## config.mk

```make
export PLATFORM = sky130hd
export DESIGN_NAME = dtc_timer_top
export DESIGN_NICKNAME = d
export VERILOG_FILES = /design/src/rtl/dtc_pkg.sv /design/src/rtl/dtc_count_unit.sv /design/src/rtl/dtc_timer_top.sv
export SDC_FILE = /design/constraint.sdc
export NUM_CORES = 1
export LEC_CHECK = 0
export BUFFER_PORTS_ARGS = -buffer_cell sky130_fd_sc_hd__clkbuf_2
export CORE_UTILIZATION = 45
export CTS_CLUSTER_SIZE = 28
export DETAILED_ROUTE_END_ITERATION = 16
export GPL_TIMING_DRIVEN = 0
export SYNTH_ARGS = -nofsm -noshare
export SYNTH_HDL_FRONTEND = slang
export SYNTH_SLANG_ARGS = --single-unit
export TNS_END_PERCENT = 5
```

## constraint.sdc

```tcl
create_clock -name core_clk -period 2.8 [get_ports core_clk]
set_clock_uncertainty 0.15 [all_clocks]
set_input_delay 0.14 -clock core_clk [delete_from_list [all_inputs] [get_ports core_clk]]
set_output_delay 0.14 -clock core_clk [all_outputs]
set_load 0.03 [all_outputs]
```

## src/rtl/dtc_pkg.sv

```systemverilog
`default_nettype none
package dtc_pkg;
  // special-function addresses
  localparam logic [7:0] DTC_ADDR_RUN_FLAG = 8'h88;
  localparam logic [7:0] DTC_ADDR_MODE_CFG = 8'h89;
  localparam logic [7:0] DTC_ADDR_T0_LOW = 8'h8A;
  localparam logic [7:0] DTC_ADDR_T1_LOW = 8'h8B;
  localparam logic [7:0] DTC_ADDR_T0_HIGH = 8'h8C;
  localparam logic [7:0] DTC_ADDR_T1_HIGH = 8'h8D;
  // reset values
  localparam logic [7:0] DTC_MODE_CFG_RST = 8'h00;
  localparam logic [7:0] DTC_RUN_FLAG_RST = 8'h00;
  localparam logic [7:0] DTC_COUNT_RST = 8'h00;
  localparam logic [7:0] DTC_RDATA_IDLE = 8'h00;
  // mode register field positions
  localparam int DTC_T1_GATE_BIT = 7;
  localparam int DTC_T1_SRC_BIT = 6;
  localparam int DTC_T1_MODE_HI = 5;
  localparam int DTC_T1_MODE_LO = 4;
  localparam int DTC_T0_GATE_BIT = 3;
  localparam int DTC_T0_SRC_BIT = 2;
  localparam int DTC_T0_MODE_HI = 1;
  localparam int DTC_T0_MODE_LO = 0;
  // run/flag register field positions
  localparam int DTC_T1_FLAG_BIT = 7;
  localparam int DTC_T1_RUN_BIT = 6;
  localparam int DTC_T0_FLAG_BIT = 5;
  localparam int DTC_T0_RUN_BIT = 4;
  localparam int DTC_EXT_INT_MSB = 3;
  // operating modes
  localparam logic [1:0] DTC_MODE_PRESCALE = 2'h0;
  localparam logic [1:0] DTC_MODE_CASCADE = 2'h1;
  localparam logic [1:0] DTC_MODE_RELOAD = 2'h2;
  localparam logic [1:0] DTC_MODE_SPLIT = 2'h3;
  // prescaler width in mode 00
  localparam int DTC_PRESCALE_BITS = 5;
endpackage : dtc_pkg
`default_nettype wire

```

## src/rtl/dtc_count_unit.sv

```systemverilog
`timescale 1ns/1ps
`default_nettype none
module dtc_count_unit
  import dtc_pkg::*;
(
  // clock and reset
  input wire logic core_clk,
  input wire logic rst,
  // control
  input wire logic [1:0] mode,
  input wire logic tick_low,
  input wire logic tick_high,
  // software load
  input wire logic wr_low,
  input wire logic wr_high,
  input wire logic [7:0] wdata,
  // count and overflow
  output logic [7:0] count_low_byte,
  output logic [7:0] count_high_byte,
  output logic ovf_main,
  output logic ovf_high
);
  localparam int PW = DTC_PRESCALE_BITS;

  logic [7:0] low_nxt;
  logic [7:0] high_nxt;
  logic [PW+7:0] pair13;
  logic [16:0] pair16;
  logic [8:0] low_inc;
  logic [8:0] high_inc;

  always_comb
  begin
    low_nxt = count_low_byte;
    high_nxt = count_high_byte;
    ovf_main = 1'b0;
    ovf_high = 1'b0;
    pair13 = {count_high_byte, count_low_byte[PW-1:0]} + 1'b1;
    pair16 = {1'b0, count_high_byte, count_low_byte} + 17'h00001;
    low_inc = {1'b0, count_low_byte} + 9'h001;
    high_inc = {1'b0, count_high_byte} + 9'h001;
    case (mode)
      DTC_MODE_PRESCALE:
        if (tick_low)
        begin
          // upper three low-byte bits are left alone in this mode
          low_nxt = {count_low_byte[7:PW], pair13[PW-1:0]};
          high_nxt = pair13[PW+7:PW];
          ovf_main = &{count_high_byte, count_low_byte[PW-1:0]};
        end
      DTC_MODE_CASCADE:
        if (tick_low)
        begin
          {high_nxt, low_nxt} = pair16[15:0];
          ovf_main = pair16[16];
        end
      DTC_MODE_RELOAD:
        if (tick_low)
        begin
          low_nxt = low_inc[8] ? count_high_byte : low_inc[7:0];
          ovf_main = low_inc[8];
        end
      DTC_MODE_SPLIT:
      begin
        if (tick_low)
        begin
          low_nxt = low_inc[7:0];
          ovf_main = low_inc[8];
        end
        if (tick_high)
        begin
          high_nxt = high_inc[7:0];
          ovf_high = high_inc[8];
        end
      end
      default:
      begin
        low_nxt = count_low_byte;
      end
    endcase
  end

  // a software load takes priority over a count in the same cycle
  always_ff @(posedge core_clk or posedge rst)
  begin
    if (rst)
      count_low_byte <= DTC_COUNT_RST;
    else if (wr_low)
      count_low_byte <= wdata;
    else
      count_low_byte <= low_nxt;
  end

  always_ff @(posedge core_clk or posedge rst)
  begin
    if (rst)
      count_high_byte <= DTC_COUNT_RST;
    else if (wr_high)
      count_high_byte <= wdata;
    else
      count_high_byte <= high_nxt;
  end
endmodule : dtc_count_unit
`default_nettype wire

```

## src/rtl/dtc_timer_top.sv

```systemverilog
`timescale 1ns/1ps
`default_nettype none
// Behaviour
// - timer function adds one to the low byte every core clock
// - counter function counts a high sample followed by a low sample
// - each timer is two 8-bit bytes, timer or event counter
// - mode register at 89H, reset 00H, four bits per timer
// - bit 7 set: timer 1 counts only while gating pin one high
// - bit 3 set: timer 0 counts only while gating pin zero high
// - bit 6 picks timer 1 source: external edges or core clock
// - bit 2 picks timer 0 source: external edges or core clock
// - timer 1 mode from bits 5:4, timer 0 mode from bits 1:0
// - mode 00: 8-bit high byte behind a 5-bit low prescaler
// - mode 01: low and high bytes cascade into 16 bits
// - mode 10: low byte counts, reloads from high byte on overflow
// - timer 1 in mode 11 holds its count
// - timer 0 mode 11: low byte own controls, high byte timer 1 run
// - run bits 6 and 4 at 88H start and stop the timers
// - overflow sets flag bit 7 or 5; vectoring clears it
module dtc_timer_top
  import dtc_pkg::*;
(
  // clock and reset
  input wire logic core_clk,
  input wire logic rst,
  // special-function register port
  input wire logic [7:0] sfr_addr,
  input wire logic sfr_wr,
  input wire logic sfr_rd,
  input wire logic [7:0] sfr_wdata,
  output logic [7:0] sfr_rdata,
  // interrupt vectoring acknowledges
  input wire logic timer0_vector_ack,
  input wire logic timer1_vector_ack,
  // pins
  input wire logic count_input_zero,
  input wire logic count_input_one,
  input wire logic gating_pin_zero,
  input wire logic gating_pin_one,
  // overflow flags to the interrupt controller
  output logic timer0_overflow_flag,
  output logic timer1_overflow_flag
);
  logic [7:0] timer_mode_config_r;
  logic timer0_run_bit_r;
  logic timer1_run_bit_r;
  logic [DTC_EXT_INT_MSB:0] ext_int_bits_r;
  logic cnt0_prev_r;
  logic cnt1_prev_r;
  logic [1:0] mode0;
  logic [1:0] mode1;
  logic run0;
  logic run1;
  logic tick0;
  logic tick1;
  logic tick0_high;
  logic edge0;
  logic edge1;
  logic ovf0;
  logic ovf1;
  logic ovf0_high;
  logic set0;
  logic set1;
  logic [7:0] timer0_low_byte;
  logic [7:0] timer0_high_byte;
  logic [7:0] timer1_low_byte;
  logic [7:0] timer1_high_byte;
  logic wr_cfg;
  logic wr_ctl;
  logic wr_t0_low;
  logic wr_t0_high;
  logic wr_t1_low;
  logic wr_t1_high;

  assign wr_cfg = sfr_wr && (sfr_addr == DTC_ADDR_MODE_CFG);
  assign wr_ctl = sfr_wr && (sfr_addr == DTC_ADDR_RUN_FLAG);
  // byte loads go straight into the count; no latch pairs the two halves
  assign wr_t0_low = sfr_wr && (sfr_addr == DTC_ADDR_T0_LOW);
  assign wr_t0_high = sfr_wr && (sfr_addr == DTC_ADDR_T0_HIGH);
  assign wr_t1_low = sfr_wr && (sfr_addr == DTC_ADDR_T1_LOW);
  assign wr_t1_high = sfr_wr && (sfr_addr == DTC_ADDR_T1_HIGH);
  assign mode1 = {timer_mode_config_r[DTC_T1_MODE_HI],
                  timer_mode_config_r[DTC_T1_MODE_LO]};
  assign mode0 = {timer_mode_config_r[DTC_T0_MODE_HI],
                  timer_mode_config_r[DTC_T0_MODE_LO]};

  // pins are synchronous, so one stored sample is enough for edge detection
  always_ff @(posedge core_clk or posedge rst)
  begin
    if (rst)
    begin
      cnt0_prev_r <= 1'b0;
      cnt1_prev_r <= 1'b0;
    end
    else
    begin
      cnt0_prev_r <= count_input_zero;
      cnt1_prev_r <= count_input_one;
    end
  end

  // a pulse narrower than one clock can be missed entirely
  assign edge0 = cnt0_prev_r && !count_input_zero;
  assign edge1 = cnt1_prev_r && !count_input_one;

  assign run0 = timer0_run_bit_r &&
                (!timer_mode_config_r[DTC_T0_GATE_BIT] || gating_pin_zero);
  assign run1 = timer1_run_bit_r &&
                (!timer_mode_config_r[DTC_T1_GATE_BIT] || gating_pin_one);
  assign tick0 = run0 && (timer_mode_config_r[DTC_T0_SRC_BIT] ? edge0 : 1'b1);
  assign tick1 = run1 && (mode1 != DTC_MODE_SPLIT) &&
                 (timer_mode_config_r[DTC_T1_SRC_BIT] ? edge1 : 1'b1);
  // split high byte counts core clocks only, on the timer 1 run bit alone
  assign tick0_high = (mode0 == DTC_MODE_SPLIT) && timer1_run_bit_r;

  dtc_count_unit u_timer0 (
    .core_clk(core_clk),
    .rst(rst),
    .mode(mode0),
    .tick_low(tick0),
    .tick_high(tick0_high),
    .wr_low(wr_t0_low),
    .wr_high(wr_t0_high),
    .wdata(sfr_wdata),
    .count_low_byte(timer0_low_byte),
    .count_high_byte(timer0_high_byte),
    .ovf_main(ovf0),
    .ovf_high(ovf0_high)
  );

  dtc_count_unit u_timer1 (
    .core_clk(core_clk),
    .rst(rst),
    .mode(mode1),
    .tick_low(tick1),
    .tick_high(1'b0),
    .wr_low(wr_t1_low),
    .wr_high(wr_t1_high),
    .wdata(sfr_wdata),
    .count_low_byte(timer1_low_byte),
    .count_high_byte(timer1_high_byte),
    .ovf_main(ovf1),
    .ovf_high()
  );

  always_ff @(posedge core_clk or posedge rst)
  begin
    if (rst)
      timer_mode_config_r <= DTC_MODE_CFG_RST;
    else if (wr_cfg)
      timer_mode_config_r <= sfr_wdata;
  end

  always_ff @(posedge core_clk or posedge rst)
  begin
    if (rst)
    begin
      timer0_run_bit_r <= DTC_RUN_FLAG_RST[DTC_T0_RUN_BIT];
      timer1_run_bit_r <= DTC_RUN_FLAG_RST[DTC_T1_RUN_BIT];
      ext_int_bits_r <= DTC_RUN_FLAG_RST[DTC_EXT_INT_MSB:0];
    end
    else if (wr_ctl)
    begin
      timer0_run_bit_r <= sfr_wdata[DTC_T0_RUN_BIT];
      timer1_run_bit_r <= sfr_wdata[DTC_T1_RUN_BIT];
      ext_int_bits_r <= sfr_wdata[DTC_EXT_INT_MSB:0];
    end
  end

  assign set0 = ovf0;
  assign set1 = ovf1 || ((mode0 == DTC_MODE_SPLIT) && ovf0_high);

  // hardware set wins over a vector clear or software write in the same cycle
  always_ff @(posedge core_clk or posedge rst)
  begin
    if (rst)
      timer0_overflow_flag <= DTC_RUN_FLAG_RST[DTC_T0_FLAG_BIT];
    else if (set0)
      timer0_overflow_flag <= 1'b1;
    else if (timer0_vector_ack)
      timer0_overflow_flag <= 1'b0;
    else if (wr_ctl)
      timer0_overflow_flag <= sfr_wdata[DTC_T0_FLAG_BIT];
  end

  always_ff @(posedge core_clk or posedge rst)
  begin
    if (rst)
      timer1_overflow_flag <= DTC_RUN_FLAG_RST[DTC_T1_FLAG_BIT];
    else if (set1)
      timer1_overflow_flag <= 1'b1;
    else if (timer1_vector_ack)
      timer1_overflow_flag <= 1'b0;
    else if (wr_ctl)
      timer1_overflow_flag <= sfr_wdata[DTC_T1_FLAG_BIT];
  end

  // read data registered one cycle after the strobe; unmapped reads give zero
  always_ff @(posedge core_clk or posedge rst)
  begin
    if (rst)
      sfr_rdata <= DTC_RDATA_IDLE;
    else if (sfr_rd)
    begin
      case (sfr_addr)
        DTC_ADDR_RUN_FLAG:
          sfr_rdata <= {timer1_overflow_flag, timer1_run_bit_r,
                        timer0_overflow_flag, timer0_run_bit_r, ext_int_bits_r};
        DTC_ADDR_MODE_CFG: sfr_rdata <= timer_mode_config_r;
        DTC_ADDR_T0_LOW: sfr_rdata <= timer0_low_byte;
        DTC_ADDR_T1_LOW: sfr_rdata <= timer1_low_byte;
        DTC_ADDR_T0_HIGH: sfr_rdata <= timer0_high_byte;
        DTC_ADDR_T1_HIGH: sfr_rdata <= timer1_high_byte;
        default: sfr_rdata <= DTC_RDATA_IDLE;
      endcase
    end
  end
endmodule : dtc_timer_top
`default_nettype wire

```

==> flow_summary.yaml <==
critical_path:
  rr_worst_depth: 8
  critPathLaunchType: "flip-flop"
  r2r_slack_ns: 0.29
  required_ns: 2.87
  cp_cell_sequence: "inv_1 > ha_1 > clkbuf_1 > nor2_1 > o21ai_0 > nand2_1 > o311ai_0 > o311ai_1"
  worstSetupPathType: "flip-flop to flip-flop"
  worst_setup_path_end_kind: "flip-flop"
  r2r-start: "timer_mode_config_r[1]"
  crit_arrival_ns: 2.58
  timing.rr.end: "u_timer0.count_high_byte[4]"
  critPathMaxFanout: 10
  slowest_delay_ns: 0.47
  crit_slowest_cell: "dfrtp_1"
synth:
  syn_avg_cell_area_um2: 8.75
  ys_ff_latch: 58
  ys.flop_type: "dfrtp_1"
  synth_top_area_share_pct: 33.4
  synth.area.top_cells: "dfrtp_1 33%, mux2_2 5.2%, a21oi_1 4.3%, o21ai_0 3.7%, nor2_1 3.3%"
  synth_cells: 497
  synth_commonest_cells: "58 x dfrtp_1, 38 x nor2_1, 37 x a21oi_1"
  ys_seq_area_share_pct: 33.4
  syn_area_um2: 4350
  yosys.cell_count.top_type: "dfrtp_1"
  yosys_warnings: 0
  async_reset_ff_share_pct: 100
  synth_nets: 533
  synth_enable_flop_cells: 0
  synth.distinct_cells: 75
  synth_area_leader_cell: "dfrtp_1"
sta:
  max-slew-margin-rel_pct: 46.4
  tns_ns: 0
  setup_slack_ns: 0.290
  rsz0062_at_grt: "no"
  hold_viol_final: 0
  setup_viol: 0
  drv_slew: 0
  period_needed_ns: 2.51
  fmaxAchievable_mhz: 398
  finalCritPeriodShare_pct: 89.6
  tightest_slew_ns: 0.804
clocking:
  root_buffer: "clkbuf_8"
  clock_path_buffers: 2
  path_clk_slew_ns: 0.07
  cts_setup_buffers: 0
  cts_made_buffers: 9
  worstSkewPairLatency_ns: 0.36
  cts_tree: "yes"
  cts_htree_levels: 3
  cts_sinks: 58
  cts_repair_resize_count: 0
  postCtsHoldBufs: 5
power_and_ir_drop:
  switching_share_pct: 38.4
  pwr_density_cell_nw_per_um2: 583
  p_leak_nw: 2.07
  max-vdd-ir-drop_uv: 372
  p_int_w: 0.00177
  power_frac_seq_pct: 40.5
  net-switching-power_w: 0.00110
  clockPowerShare_pct: 27.1
  p_comb_share_pct: 32.4
hold_path:
  hold_class: "input port to flip-flop"
  min_from: "sfr_wdata[6]"
  min_to: "u_timer0.count_high_byte[6]"
  hold_path_depth: 3
floorplanning:
  rows: 35
  die_y_um: 100
  io_pins: 36
  fp.coreArea_um2: 9280
  die-area_um2: 10100
  die_w_um: 100
  initial_core_util_pct: 46.8
grt:
  gr-total-overflow: 0
  track_usage_pct: 30.2
  grt_pass1_vias: 4063
  grt_max_degree: 39
  antenna_found_initial: 0
  grt_pass1_wl_um: 22600
outcome:
  outcome: "complete, no violations"
layout:
  n_fill_cell: 927
  areaGrowthSynthToFinish_pct: 13.4
  nNetsFinal: 583
  antenna_cells: 0
  drive_above_1_share_pct: 18.0
  fin_area_um2: 4930
run:
  cap_violations: 0
placement:
  place_area_um2: 4690
  io_buffers: 33
  hpwlAfterDp_um: 10400
  gp_congestion: 0.968
  place_ws_ns: 0.329
drt:
  drc_errors: 0
  drt_first_pass_iters: 5
  vias: 4337
  via_per_inst: 6.38
  wirelength_um: 14300
  antenna_left: 0
  drt_first_iter_violations: 307
  wire_per_inst_um: 21.0
## stage by stage
stage                     cells  util [%]  total power (W)  hold WS, ns
final                       680      53.1          0.00287       0.0121
after global routing        680      53.1          0.00305       0.0101
after CTS                   680      53.1          0.00287       0.0104
after detailed placement    660      50.6          0.00208       0.0383
after global placement      659      50.4          0.00206        0.123
after floorplan             497         -          0.00178       0.0214
## metal layers
layer	wire (um)	GRT usage (%)
met1	6090	37.5
met5	0	0
met3	808	5.57
met4	517	14.5
met2	6840	50.7
## critical path, delay by kind of cell (launching register included)
family,cells,cell delay [ns]
fa+ha+maj,1,0.28
flops,1,0.47
simple gates,2,0.29
buf+inv,2,0.53
compound gates,3,0.67
## layout make-up
| cell class | instances | area, um^2 | area share [%] |
|---|---|---|---|
| buffer | 34 | 166 | 3.38 |
| clock buffer | 12 | 145 | 2.94 |
| clock inverter | 3 | 40.0 | 0.812 |
| inverter | 15 | 56.3 | 1.14 |
| multi-input combinational | 390 | 2670 | 54.2 |
| sequential | 58 | 1450 | 29.4 |
| tap | 129 | 161 | 3.27 |
| timing repair buffer | 39 | 235 | 4.77 |
## kinds of logic (layout without fill, tap and decap cells)
family,after synthesis,count (layout),synth area share [%]
AND/OR/NAND/NOR,178,178,22.7
AO/OA/AOI/OAI,162,162,26.5
flip-flops,58,58,33.4
buffers and inverters,49,103,5.12
multiplexers,27,27,6.79
XOR/XNOR,13,13,2.62
adder cells (fa/ha/maj),10,10,2.88
## placed cells by master, fill, tap and decap left out, types with 20 or more instances in the layout
cell | Yosys | routed
a21oi_1 | 37 | 37
nor2_1 | 38 | 38
mux2_2 | 20 | 20
dfrtp_1 | 58 | 58
nand2_1 | 36 | 36
nand3_1 | 22 | 22
clkbuf_2 | 2 | 35
clkbuf_1 | 19 | 21
o21ai_0 | 32 | 32
## sequential cells by signal, summed over array words and instances (netlist names), 4 cells and up
signal and count:
u_timer1.count_low_byte 8, u_timer1.count_high_byte 8, ext_int_bits_r 4, sfr_rdata 8
timer_mode_config_r 8, u_timer0.count_low_byte 8, u_timer0.count_high_byte 8
## worst max-delay path by stage
| stage | cells after the start | start | slack [ns] | to |
|---|---|---|---|---|
| 4_1_cts | 7 | timer_mode_config_r[1] | 0.34 | u_timer0.count_high_byte[4] |
| 3_3_place_gp | 2 | rst | 0.18 | sfr_rdata[5] |
| 2_1_floorplan | 7 | timer_mode_config_r[0] | 0.61 | u_timer0.count_high_byte[4] |
| 6_report | 8 | timer_mode_config_r[1] | 0.29 | u_timer0.count_high_byte[4] |
| 3_5_place_dp | 6 | timer_mode_config_r[1] | 0.33 | u_timer0.count_high_byte[1] |
| 5_1_grt | 8 | timer_mode_config_r[1] | 0.01 | u_timer0.count_high_byte[4] |
## power by group through the flow
stage | Sequential, W | Clock [W] | Combinational [W]
6_report | 0.00116 | 0.000779 | 0.000932
2_1_floorplan | 0.00111 | 0 | 0.000668
4_1_cts | 0.00116 | 0.000795 | 0.000919
5_1_grt | 0.00118 | 0.000835 | 0.00103
3_3_place_gp | 0.00117 | 0 | 0.000888
3_5_place_dp | 0.00117 | 0 | 0.000909
(Power assumes the default switching activity.)
